==> src/verilog/spx_pkg.sv <==
/*
 Package for the scratchpad addressing block: operand codes, pair
 locations, widths and reset values.
 Assumes one clock domain and a synchronous active-high reset.
*/
package spx_pkg;
   // ==========================================================
   // Widths
   localparam int SPX_DATA_W = 8;
   localparam int SPX_ADDR_W = 6;
   localparam int SPX_FIELD_W = 3;
   localparam int SPX_DEPTH = 64;
   // ==========================================================
   // Register operand codes
   localparam logic [3:0] SPX_OP_DIRECT_MAX = 4'hB;
   localparam logic [3:0] SPX_OP_INDEX = 4'hC;
   localparam logic [3:0] SPX_OP_INDEX_INC = 4'hD;
   localparam logic [3:0] SPX_OP_INDEX_DEC = 4'hE;
   localparam logic [3:0] SPX_OP_ILLEGAL = 4'hF;
   // ==========================================================
   // Named byte locations
   localparam logic [5:0] SPX_LOC_H_UPPER = 6'h0A;
   localparam logic [5:0] SPX_LOC_H_LOWER = 6'h0B;
   localparam logic [5:0] SPX_LOC_K_UPPER = 6'h0C;
   localparam logic [5:0] SPX_LOC_K_LOWER = 6'h0D;
   localparam logic [5:0] SPX_LOC_Q_UPPER = 6'h0E;
   localparam logic [5:0] SPX_LOC_Q_LOWER = 6'h0F;
   // ==========================================================
   // Reset value and step constant
   localparam logic [5:0] SPX_INDEX_RESET = 6'h00;
   localparam logic [2:0] SPX_FIELD_ONE = 3'h1;
   // ==========================================================
   // Pair selection
   typedef enum logic [1:0] {
      SPX_PAIR_H,
      SPX_PAIR_K,
      SPX_PAIR_Q,
      SPX_PAIR_NONE
   } spx_pair_t;
endpackage

==> src/verilog/spx_core.sv <==
/*
 Scratchpad addressing: decodes the 4-bit register operand into a
 scratchpad location, keeps the six-bit index register, updates its low
 field after D and E accesses, and gives 16-bit pair access.
 Assumes the decoder raises one access strobe per cycle at most.
*/
`timescale 1ns/1ps

// How it works
// RQ1: Six-bit index register, low and high three-bit fields each loadable alone.
// RQ2: Operand 0 to B selects the scratchpad byte at that same location.
// RQ3: Operand C addresses through the index register, which stays unchanged.
// RQ4: Operand D addresses through the index, then low field plus one.
// RQ5: Low field wraps modulo eight; high field never changes on stepping.
// RQ6: Bytes 10 and 11 form pair H, moved as one unit.
// RQ7: Bytes 12 upper and 13 lower form pair K, halves separately selectable.
// RQ8: Bytes 14 upper and 15 lower form pair Q, halves separately selectable.
// RQ9: Operand E addresses through the index, then low field minus one.
// RQ10: Decoder never issues operand F; it is flagged and ignored here.
module spx_core
   import spx_pkg::*;
#(
   parameter int DATA_W = 8
) (
   // Clock and reset
   input wire logic clock,
   input wire logic rst,
   // Byte access by register operand
   input wire logic acc_en,
   input wire logic acc_write,
   input wire logic [3:0] acc_reg,
   input wire logic [DATA_W-1:0] acc_wdata,
   output logic [DATA_W-1:0] acc_rdata,
   output logic acc_valid,
   output logic acc_illegal,
   // Pair access
   input wire logic pair_en,
   input wire logic pair_write,
   input wire spx_pkg::spx_pair_t pair_sel,
   input wire logic [2*DATA_W-1:0] pair_wdata,
   output logic [2*DATA_W-1:0] pair_rdata,
   output logic pair_valid,
   // Index register loads
   input wire logic index_load,
   input wire logic index_low_load,
   input wire logic index_high_load,
   input wire logic [5:0] index_wdata,
   output logic [5:0] scratch_index_reg
);
   import spx_pkg::*;

   // ==========================================================
   // State
   typedef struct packed {
      logic [2:0] index_high_bits;
      logic [2:0] index_low_bits;
      logic acc_valid;
      logic acc_illegal;
      logic pair_valid;
      logic pair_wr_pend;
      logic [5:0] pair_wr_addr;
      logic [DATA_W-1:0] pair_wr_lo;
   } spx_state_t;

   spx_state_t st;
   spx_state_t next_st;

   logic [5:0] acc_addr;
   logic acc_legal;
   logic [5:0] pair_upper;
   logic ram_wr_en;
   logic [5:0] ram_wr_addr;
   logic [DATA_W-1:0] ram_wr_data;
   logic [5:0] rd_addr_a;
   logic [5:0] rd_addr_b;
   logic [DATA_W-1:0] rd_data_a;
   logic [DATA_W-1:0] rd_data_b;

   // ==========================================================
   // Address decode
   always_comb begin
      acc_legal = (acc_reg != SPX_OP_ILLEGAL); // see RQ10
      if (acc_reg <= SPX_OP_DIRECT_MAX) begin
         acc_addr = {2'b00, acc_reg}; // see RQ2
      end else begin
         acc_addr = {st.index_high_bits, st.index_low_bits}; // see RQ3
      end
      case (pair_sel)
         SPX_PAIR_H: pair_upper = SPX_LOC_H_UPPER; // see RQ6
         SPX_PAIR_K: pair_upper = SPX_LOC_K_UPPER; // see RQ7
         SPX_PAIR_Q: pair_upper = SPX_LOC_Q_UPPER; // see RQ8
         default: pair_upper = SPX_LOC_H_UPPER;
      endcase
   end

   // ==========================================================
   // Store ports
   // A pair write takes two cycles on the single write port; the low
   // byte lands one cycle after the upper one.
   always_comb begin
      ram_wr_en = 1'b0;
      ram_wr_addr = acc_addr;
      ram_wr_data = acc_wdata;
      if (st.pair_wr_pend) begin
         ram_wr_en = 1'b1;
         ram_wr_addr = st.pair_wr_addr;
         ram_wr_data = st.pair_wr_lo;
      end else if (pair_en && pair_write && pair_sel != SPX_PAIR_NONE) begin
         ram_wr_en = 1'b1;
         ram_wr_addr = pair_upper;
         ram_wr_data = pair_wdata[2*DATA_W-1:DATA_W]; // see RQ6
      end else if (acc_en && acc_write && acc_legal) begin
         ram_wr_en = 1'b1;
      end
      rd_addr_a = pair_en ? pair_upper : acc_addr;
      rd_addr_b = pair_upper + 6'h01; // see RQ7
   end

   spx_ram #(
      .DATA_W(DATA_W),
      .ADDR_W(SPX_ADDR_W),
      .DEPTH(SPX_DEPTH)
   ) u_ram (
      .clock(clock),
      .wr_en(ram_wr_en),
      .wr_addr(ram_wr_addr),
      .wr_data(ram_wr_data),
      .rd_addr_a(rd_addr_a),
      .rd_data_a(rd_data_a),
      .rd_addr_b(rd_addr_b),
      .rd_data_b(rd_data_b)
   );

   // ==========================================================
   // Next state
   always_comb begin
      next_st = st;
      next_st.acc_valid = acc_en && !acc_write && !pair_en && acc_legal;
      next_st.acc_illegal = acc_en && !acc_legal;
      next_st.pair_valid = pair_en && !pair_write && pair_sel != SPX_PAIR_NONE;
      next_st.pair_wr_pend = pair_en && pair_write && pair_sel != SPX_PAIR_NONE
         && !st.pair_wr_pend;
      next_st.pair_wr_addr = pair_upper + 6'h01;
      next_st.pair_wr_lo = pair_wdata[DATA_W-1:0];
      if (acc_en && acc_legal) begin
         if (acc_reg == SPX_OP_INDEX_INC) begin
            next_st.index_low_bits = st.index_low_bits + SPX_FIELD_ONE; // see RQ4 RQ5
         end else if (acc_reg == SPX_OP_INDEX_DEC) begin
            next_st.index_low_bits = st.index_low_bits - SPX_FIELD_ONE; // see RQ9 RQ5
         end
      end
      // Explicit loads override the post-access step
      if (index_load) begin
         next_st.index_high_bits = index_wdata[5:3]; // see RQ1
         next_st.index_low_bits = index_wdata[2:0];
      end else begin
         if (index_high_load) begin
            next_st.index_high_bits = index_wdata[5:3]; // see RQ1
         end
         if (index_low_load) begin
            next_st.index_low_bits = index_wdata[2:0]; // see RQ1
         end
      end
   end

   always_ff @(posedge clock) begin
      if (rst) begin
         st <= '0;
      end else begin
         st <= next_st;
      end
   end

   // ==========================================================
   // Outputs
   always_comb begin
      acc_rdata = rd_data_a;
      pair_rdata = {rd_data_a, rd_data_b};
      acc_valid = st.acc_valid;
      acc_illegal = st.acc_illegal;
      pair_valid = st.pair_valid;
      scratch_index_reg = {st.index_high_bits, st.index_low_bits};
   end
endmodule

==> src/verilog/spx_ram.sv <==
/*
 Scratchpad byte store with one write port and two registered reads.
 Assumes the caller keeps addresses in range.
*/
`timescale 1ns/1ps
module spx_ram #(
   parameter int DATA_W = 8,
   parameter int ADDR_W = 6,
   parameter int DEPTH = 64
) (
   // Clock
   input wire logic clock,
   // Write port
   input wire logic wr_en,
   input wire logic [ADDR_W-1:0] wr_addr,
   input wire logic [DATA_W-1:0] wr_data,
   // Read ports
   input wire logic [ADDR_W-1:0] rd_addr_a,
   output logic [DATA_W-1:0] rd_data_a,
   input wire logic [ADDR_W-1:0] rd_addr_b,
   output logic [DATA_W-1:0] rd_data_b
);
   logic [DATA_W-1:0] mem [DEPTH];

   always_ff @(posedge clock) begin
      if (wr_en) begin
         mem[wr_addr] <= wr_data;
      end
      rd_data_a <= mem[rd_addr_a];
      rd_data_b <= mem[rd_addr_b];
   end
endmodule

==> config.mk <==
export PLATFORM = sky130hd
export DESIGN_NAME = spx_core
export DESIGN_NICKNAME = d
export VERILOG_FILES = /design/src/verilog/spx_pkg.sv /design/src/verilog/spx_core.sv /design/src/verilog/spx_ram.sv
export SDC_FILE = /design/constraint.sdc
export NUM_CORES = 1
export LEC_CHECK = 0
export BUFFER_PORTS_ARGS = -buffer_cell sky130_fd_sc_hd__buf_4
export CAP_MARGIN = 20
export CELL_PAD_IN_SITES_DETAIL_PLACEMENT = 1
export CELL_PAD_IN_SITES_GLOBAL_PLACEMENT = 2
export CORE_ASPECT_RATIO = 1.2
export CORE_MARGIN = 5
export CORE_UTILIZATION = 35
export CTS_CLUSTER_DIAMETER = 30
export DETAILED_ROUTE_END_ITERATION = 8
export HOLD_SLACK_MARGIN = 0.03
export PLACE_DENSITY_LB_ADDON = 0.05
export SLEW_MARGIN = 25
export SYNTH_ARGS = -nofsm -noshare
export SYNTH_HDL_FRONTEND = slang
export SYNTH_HIERARCHICAL = 1
export SYNTH_SLANG_ARGS = --single-unit
==> constraint.sdc <==
create_clock -name clock -period 6.6 [get_ports clock]
set_clock_uncertainty 0.2 [all_clocks]
set_input_delay 0.99 -clock clock [delete_from_list [all_inputs] [get_ports clock]]
set_output_delay 0.99 -clock clock [all_outputs]
set_load 0.01 [all_outputs]
Word-level counts from Yosys, hierarchy flattened
Memories as Yosys holds them, arrays and structs flattened. A register that Yosys moved wholly into a read port is not among the register bits.
Cells that the tools add are included.
W data, S select, Z words.

word-level totals
  bits in latches = 0
  bits in writable memories = 512
  memories = 1
  logic and storage cells = 58
  bits in registers = 24
  ROM bits = 0
  output and inout port bits = 33

memories
  name       depth  bits a word  rd ports  clocked after Yosys merged registers in  wr ports  RTL line       text
  u_ram.mem  64     8            2         2                                        1         spx_ram.sv:23  logic [DATA_W-1:0] mem [DEPTH];

cells by class
  order comparisons = 1
  mux-type cells = 18
  shift operators = 0
  reductions and logical operators = 21
  equal/unequal tests = 6
  multiply operators = 0
  add/sub/neg operators = 3
  bitwise logic cells = 0
  divide/modulo/power cells = 0

operator list
  kind                   count
  $mux W6                5
  $mux W8                2
  $mux W3                5
  $logic_and A1 B1 Y1    12
  $eq A4 B4 Y1 const B   2
  $add A6 B1 Y6 const B  1
  $pmux W3 S2            1
  $logic_not A1 Y1       5
  $mux W1                5
  $le A4 B4 Y1 const B   1
  $ne A4 B4 Y1 const B   1
  $reduce_bool A4 Y1     1
  $add A3 B1 Y3 const B  1
  $reduce_bool A3 Y1     1
  $sub A3 B1 Y3 const B  1
  $eq A2 B1 Y1 const B   1
  $eq A2 B2 Y1 const B   1
  $ne A2 B2 Y1 const B   1
  $reduce_and A2 Y1      1
  $reduce_bool A2 Y1     1

Longest topological paths before layout
Gate-level depths: netlist of the first run.

  depth in word-level cells = 7
  depth in mapped cells = 13

Cells and area by module
The synthesis of the first run kept the hierarchy.

by module, submodules not included
  module    seq. area each (um^2)  instances  cells an instance  area an instance (um^2)
  spx_ram   15695.1                1          1211               24274.5
  spx_core  420.4                  1          149                1226.2

Worst setup path after synthesis of the first run
OpenSTA, ideal clock, no wires.

  kind = input to register
  from = input pair_sel[0]
  to = memory u_ram.mem[0][0] (data pin)
  required time = 5.698 ns
  setup time = 0.702 ns
  buffers on the path = 2
  slack = 1.447 ns
  stages on the path = 6
  data arrival time = 4.252 ns
  cells stage by stage = ha_1 > and3b_1 > buf_4 > buf_6 > mux2i_1 > o21ai_0

on the way
  word-level cells in the longest chain between the ends = 4

RTL lines
  item                      RTL line         text
  start, declared           spx_core.sv:39   input wire spx_pkg::spx_pair_t pair_sel,
  $ne A2 B2 Y1              spx_core.sv:108  end else if (pair_en && pair_write && pair_sel != SPX_PAIR_NONE) begin
  $logic_and A1 B1 Y1       spx_core.sv:108
  $mux W8                   spx_core.sv:108
  $mux W8                   spx_core.sv:104  if (st.pair_wr_pend) begin
  named net ram_wr_data[0]  spx_core.sv:73   logic [DATA_W-1:0] ram_wr_data;
  end, declared             spx_ram.sv:23

The timed path passes the listed nets, and every way through them passes these cells.

Worst setup path in the final report of the first run
  from = input pair_sel[0]
  to = memory u_ram.mem[25][3] (enable)

RTL lines
  item                                                       RTL line                         text
  $eq A2 B2 Y1 (tied with other cells)                       spx_core.sv:88                   case (pair_sel)
  $pmux W3 S2 / $logic_and A1 B1 Y1 (equally long branches)  spx_core.sv:88, spx_core.sv:108
  $mux W6 (*)                                                spx_core.sv:108
  $mux W6 (*)                                                spx_core.sv:104
  named net ram_wr_addr[1]                                   spx_core.sv:72                   logic [5:0] ram_wr_addr;

The timed path passes the listed nets; every way through them passes the cells marked *.

==> metrics.md, run 1 <==
| Metric | Value |
|---|---|
| Outcome | `finished clean` |
| Sequential share of power | `35.5%` |
| DR vias | `14600` |
| FP Rows | `108` |
| Commonest cells in the netlist | `edfxtp_1, mux4_2, nor2_1, mux2i_1, nand2_1` |
| Largest Register | `u_ram/mem` |
| Initial Util | `35.3%` |
| Crit. End Element | `flip-flop` |
| Synth cell types | `50` |
| Post-DRT Antenna Nets | `0` |
| Synth warn | `6` |
| Seq cells post-synth | `549` |
| WP data arrival | `4280 ps` |
| N_diodes | `0` |
| CTS resizes | `0` |
| Post-DP HPWL | `55.3 mm` |
| Mapped Cells | `1360` |
| Die width | `256 µm` |
| Root buf cell | `clkbuf_16` |
| Global-route usage over all layers | `21.5%` |
| Sw Share | `24.6%` |
| Clock transition at path regs | `60 ps` |
| Stages on worst setup path | `9` |
| First-pass GRT wire length | `121 mm` |
| Slew @ Worst Pin | `1060 ps` |
| I/O pin count | `78` |
| Crit path launch type | `input pin` |
| Worst rel slew slack | `29.1%` |
| Pwr/cell area | `351 mW/mm²` |
| Tmin final | `4180 ps` |
| Post-Syn Area | `0.0255 mm²` |
| Worst r2r src | `scratch_index_reg[0]$_SDFFE_PP0P_` |
| Area contributors post-synth | `edfxtp_1, mux4_2, mux2i_1` |
| Layout cells sized above 1 | `39.3%` |
| DRT Wirelength | `85.4 mm` |
| Initial antenna violation count | `1` |
| FF-to-FF path depth | `5` |
| Max-cap violations | `0` |
| Setup crit end | `u_ram/mem[25][3]$_DFFE_PP_` |
| Per-cell routed wire length | `33.6 µm` |
| Clock tree buffer depth | `3` |
| H-Tree Level Count | `3` |
| Vias per cell | `5.74` |
| RSZ-0062 raised after global routing | `no` |
| Average size of a mapped cell | `18.8 µm²` |
| Die area | `0.0784 mm²` |
| Register-to-register setup slack | `2970 ps` |
| Reg area | `0.0161 mm²` |
| DR DRC count | `0` |
| Crit-path slowest cell | `and3b_1` |
| Worst path top cell family by delay | `simple AND/OR/NAND/NOR gates` |
| Yosys top cell by area | `edfxtp_1` |
| Highest cell delay on the worst timing path | `710 ps` |
| Critical-path maximum fanout | `14` |
| Hold Crit Class | `flip-flop to flip-flop` |
| Vias in the first global route | `16000` |
| Crit share post-route | `63.3%` |
| Die Ht | `306 µm` |
| Max-slew violations | `0` |
| Crit-path cells | `buf_4 -> ha_1 -> and3b_1 -> a21oi_1 -> a22o_1 -> nor2_1 -> nand3_1 -> buf_4 -> nor2_1` |
| Clock sink total | `549` |
| Hold Buf Count CTS | `0` |
| GR Overflow Total | `0` |
| P_leak | `10.4 nW` |
| Num CTS Buffers | `120` |
| Fmax | `0.239 GHz` |
| Fraction of registers with async set/reset | `0%` |
| Core Area | `0.0723 mm²` |
| Top_reg_cell synth | `edfxtp_1` |
| Fillers | `6770` |
| Flip-flop count of the largest register after layout | `512` |
| Largest net degree at the start of global routing | `116` |
| Critical R2R Capture | `u_ram/mem[25][3]$_DFFE_PP_` |
| Post-CTS setup buffers | `0` |
| Total negative slack | `0 ps` |
| CTS tree | `yes` |
| Final Util | `43.7%` |
| Clock share of power | `55.4%` |
| Drt initial violations | `1136` |
| CP required | `6710 ps` |
| Worst setup path startpoint | `pair_sel[0]` |
| Post-synthesis sequential area ratio | `63.2%` |
| IO buf count | `77` |
| Peak supply drop | `0.000206 V` |
| Post-synth EDFFs | `512` |
| CP Buf/Inv Count | `2` |
| Internal cell power | `0.00836 W` |
| Gp weighted congestion | `0.809` |
| Setup violators final | `0` |
| Post-synth top area share | `60.3%` |
| Portion of total power attributed to combinational logic | `9.1%` |
| Most common cell in the synthesized netlist | `edfxtp_1` |
| Area grow syn2layout | `23.8%` |
| CP Class | `input pin to flip-flop` |
| Nets | `1550` |
| Multi-input gate area | `0.00890 mm²` |
| Largest regs | `u_ram/mem x512, st x12` |
| Clk_lat worst skew | `690 ps` |
| Hold Violations, Final | `0` |
| Pre-antenna DRT Iters | `5` |
| Switching power | `0.00273 W` |
==> through the flow <==
| step | power (W) | setup WS, ps | instance area (µm²) | std cells | hold WS, ps |
|---|---|---|---|---|---|
| after floorplan | 0.00459 | 1450 | 25500 | 1362 | 240 |
| after global placement | 0.00498 | 1720 | 27200 | 2311 | 281 |
| after detailed placement | 0.00500 | 1680 | 27300 | 2314 | 281 |
| after CTS | 0.0112 | 2410 | 31500 | 2540 | 249 |
| after global routing | 0.0115 | 2360 | 31600 | 2541 | 265 |
| final | 0.0111 | 2420 | 31600 | 2541 | 289 |
==> per-layer routing <==
layer | up-vias | track usage, % | share of wire (%)
met5 | - | 0 | 0
met4 | 0 | 5.54 | 2.0
met3 | 104 | 3.24 | 4.1
met2 | 407 | 38.5 | 53
met1 | 8016 | 27.7 | 41
li1 | 6062 | - | -
==> area by class of cell <==
type / count / share of cell area (%)
timing repair buffer: 133 / 3.58
tap: 935 / 3.71
inverter: 8 / 0.115
multi-input combinational: 690 / 28.2
sequential: 549 / 51.1
clock buffer: 127 / 9.60
clock inverter: 99 / 3.76
==> worst min-delay path, delay by kind of cell (launching register included) <==
| kind | cells | cell delay, ps |
|---|---|---|
| compound gates | 1 | 50 |
| simple gates | 1 | 60 |
| flops | 1 | 330 |
==> kinds of logic after synthesis <==
kind of cell / after synthesis / share of synthesized area (%)
AND/OR/NAND/NOR: 198 / 3.53
flip-flops: 549 / 63.2
other: 2 / 0.0295
AO/OA/AOI/OAI: 130 / 3.33
buffers and inverters: 123 / 2.56
XOR/XNOR: 3 / 0.103
multiplexers: 352 / 27.1
adder cells (fa/ha/maj): 3 / 0.177
==> worst min-delay path by stage <==
stage          cells after the start                           endpoint                              start
6_report                           2  scratch_index_reg[4]$_SDFFE_PP0P_  scratch_index_reg[4]$_SDFFE_PP0P_
5_1_grt                            2              pair_valid$_SDFF_PP0_                         pair_write
4_1_cts                            2              pair_valid$_SDFF_PP0_                         pair_write
3_5_place_dp                       2  scratch_index_reg[4]$_SDFFE_PP0P_  scratch_index_reg[4]$_SDFFE_PP0P_
3_3_place_gp                       2  scratch_index_reg[4]$_SDFFE_PP0P_  scratch_index_reg[4]$_SDFFE_PP0P_
2_1_floorplan                      2  scratch_index_reg[3]$_SDFFE_PP0P_  scratch_index_reg[3]$_SDFFE_PP0P_
==> cell usage in the layout (no fill, tap or decap), types with 19 or more instances in the layout <==
cell       instances
buf_4            125
o21ai_0           25
mux2i_1           77
clkbuf_16        120
nand2_1           45
nand3_1           22
o22ai_1           20
edfxtp_1         512
mux4_2           270
clkinv_1          19
nor2_1            78
dfxtp_1           37
==> power by group through the flow <==
stage / registers [W] / logic, W / clock network [W]
global placement: 0.00400 / 0.000981 / 0
CTS: 0.00394 / 0.000998 / 0.00626
detailed placement: 0.00400 / 0.000995 / 0
finish: 0.00393 / 0.00101 / 0.00615
global route: 0.00394 / 0.00106 / 0.00646
floorplan: 0.00401 / 0.000582 / 0
Note: power is estimated with default switching activity, not from simulation.
==> run 2, diff against run 1 <==
ABC_AREA = 1   (was unset)
clock period = 4 ns   (was 6.6 ns; I/O delays follow)
==> run 2 against run 1 <==
  * The run now ends with max-slew violations left
  * Utilization down 0.32 points
  * Non-clock buffer count up 101
  * Highest routed layer unchanged
  * Combinational power up 130%
  * First-iteration DRC count up 38%
  * Synthesized cell count up 140%
  * Design area up 10%
  * Register-to-register slack worse by 2000 ps
  * Flip-flop and latch count unchanged
  * Area after synthesis up 10%
  * Wire length up 37%
==> metrics.md, run 2 <==
| Metric | Value |
|---|---|
| Failing checks | `max-slew violations` |
| Post-synth EDFFs | `512` |
| Initial Util | `35.1%` |
| Post-Place Cells | `4219` |
| DR DRC count | `0` |
| Tmin final | `3150 ps` |
| Die Ht | `321 µm` |
| CP Class | `input pin to flip-flop` |
| CTS tree | `yes` |
| Commonest cells in the netlist | `nand2_1, nand3_1, edfxtp_1, buf_2, nor2_1` |
| Die area | `0.0862 mm²` |
| Average size of a mapped cell | `8.77 µm²` |
| Worst path top cell family by delay | `simple AND/OR/NAND/NOR gates` |
| Pwr/cell area | `573 mW/mm²` |
| Clock tree buffer depth | `3` |
| Top_reg_cell synth | `edfxtp_1` |
| Most common cell after layout, fill and taps aside | `nand2_1` |
| Outcome | `finished with violations` |
| GR Overflow Total | `0` |
| DR vias | `24900` |
| FP Rows | `114` |
| First-pass GRT wire length | `172 mm` |
| Root buf cell | `clkbuf_16` |
| Global-route usage over all layers | `26.8%` |
| Gp weighted congestion | `0.848` |
| Final Util | `43.3%` |
| Most common cell in the synthesized netlist | `nand2_1` |
| Fmax | `0.317 GHz` |
| Crit-path cells | `dlygate4sd3_1 -> buf_4 -> inv_2 -> nor2_4 -> nand2_4 -> inv_4 -> nor2_2 -> inv_2 -> nor2_1 -> nand3_1 -> nor2_1` |
| Max-slew violations | `11` |
| Synth warn | `6` |
| Die width | `269 µm` |
| CTS resizes | `0` |
| Crit share post-route | `78.8%` |
| Hold Crit Class | `input pin to flip-flop` |
| Hold Buf Count CTS | `29` |
| Critical-path maximum fanout | `13` |
| Register-to-register setup slack | `960 ps` |
| Highest cell delay on the worst timing path | `720 ps` |
| Crit. End Element | `flip-flop` |
| Post-DP HPWL | `69.1 mm` |
| Total negative slack | `0 ps` |
| Post-Syn Area | `0.0281 mm²` |
| Largest Register | `u_ram/mem` |
| Post-CTS setup buffers | `0` |
| Post-synth top area share | `54.6%` |
| Post-synthesis sequential area ratio | `57.3%` |
| Largest regs | `u_ram/mem x512, st x12` |
| Slew @ Worst Pin | `1500 ps` |
| Synth cell types | `34` |
| Core Area | `0.0802 mm²` |
| IO buf count | `77` |
| Hold Path Depth | `4` |
| Setup violators final | `0` |
| Vias in the first global route | `26500` |
| Worst rel slew slack | `-0.284%` |
| Mapped Cells | `3209` |
| Vias per cell | `5.54` |
| FF-to-FF path depth | `12` |
| Most frequent cells in the layout | `nand2_1, nand3_1, edfxtp_1` |
| P_leak | `13.9 nW` |
| Num CTS Buffers | `136` |
| Crit-path slowest cell | `nor2_1` |
| Flip-flop count of the largest register after layout | `512` |
| DRT Wirelength | `117 mm` |
| CP Buf/Inv Count | `5` |
| RSZ-0062 raised after global routing | `no` |
| Nets | `3390` |
| Largest net degree at the start of global routing | `258` |
| Max-cap violations | `0` |
| Clk_lat worst skew | `710 ps` |
| Post-DRT Antenna Nets | `0` |
| Pre-antenna DRT Iters | `5` |
| Drt initial violations | `1572` |
| CP required | `4130 ps` |
| Peak supply drop | `0.000495 V` |
| Clock transition at path regs | `40 ps` |
| Stages on worst setup path | `11` |
| Area contributors post-synth | `edfxtp_1, nand2_1, nand3_1` |
| Fraction of registers with async set/reset | `0%` |
| Initial antenna violation count | `2` |
| I/O pin count | `78` |
| WP data arrival | `3290 ps` |
| Layout cells sized above 1 | `13.6%` |
| Area grow syn2layout | `23.5%` |
| Seq cells post-synth | `549` |
| Crit path launch type | `input pin` |
| H-Tree Level Count | `4` |
| Layout Cells excl Fill | `4497` |
| Clock sink total | `549` |
| Yosys top cell by area | `edfxtp_1` |
| Hold Violations, Final | `0` |
| N_diodes | `0` |
| Per-cell routed wire length | `26.1 µm` |
-- run 2: report_power, final --
| part | total (W) | switching (W) | internal [W] |
|---|---|---|---|
| Combinational | 0.00231 | 0.00169 | 0.000620 |
| Sequential | 0.00653 | 0.0000566 | 0.00647 |
| Clock | 0.0111 | 0.00357 | 0.00751 |
-- run 2: layer usage --
metal | GRT usage [%] | wire (µm) | vias up | part of all wire [%]
met2 | 45.2 | 57200 | 747 | 49
met4 | 10.5 | 4410 | 0 | 3.8
li1 | - | - | 11200 | -
met5 | 0 | 0 | - | 0
met1 | 34.7 | 50000 | 12700 | 43
met3 | 4.24 | 5590 | 248 | 4.8
-- run 2: layout make-up --
class	instances	area, µm²
clock buffer	154	3520
sequential	549	16100
clock inverter	95	1130
timing repair buffer	234	2080
multi-input combinational	2375	10400
tap	1044	1310
inverter	46	195
fill	9117	45400
-- run 2: cell families after synthesis --
| logic type | after synthesis | synth area share [%] |
|---|---|---|
| other | 2 | 0.0267 |
| buffers and inverters | 287 | 6.41 |
| AND/OR/NAND/NOR | 2340 | 35.5 |
| adder cells (fa/ha/maj) | 3 | 0.160 |
| flip-flops | 549 | 57.3 |
| AO/OA/AOI/OAI | 28 | 0.600 |
-- run 2: worst paths after layout --
| check | from | to |
|---|---|---|
| setup / recovery | pair_write | u_ram/mem[36][2]$_DFFE_PP_ |
| hold reg to reg | scratch_index_reg[4]$_SDFFE_PP0P_ | scratch_index_reg[4]$_SDFFE_PP0P_ |
| setup reg to reg | scratch_index_reg[0]$_SDFFE_PP0P_ | u_ram/rd_data_a[6]$_DFF_P_ |
| hold / removal | index_high_load | scratch_index_reg[4]$_SDFFE_PP0P_ |
-- run 2: tightest hold or removal path, cell delays in order --
cell and delay, ps:
buf_4 70, nor2_1 70, o21ai_0 150, nor2_1 40
-- run 2: per-stage QoR --
step / hold slack, ps / instance area [µm²] / power (W) / worst slack [ps]
detailed placement: 312 / 29800 / 0.00882 / 469
CTS: 35.4 / 34700 / 0.0200 / 900
finish: 76.2 / 34700 / 0.0199 / 848
global placement: 306 / 29800 / 0.00879 / 502
global route: 85.3 / 34700 / 0.0206 / 736
floorplan: 272 / 28100 / 0.00791 / 123
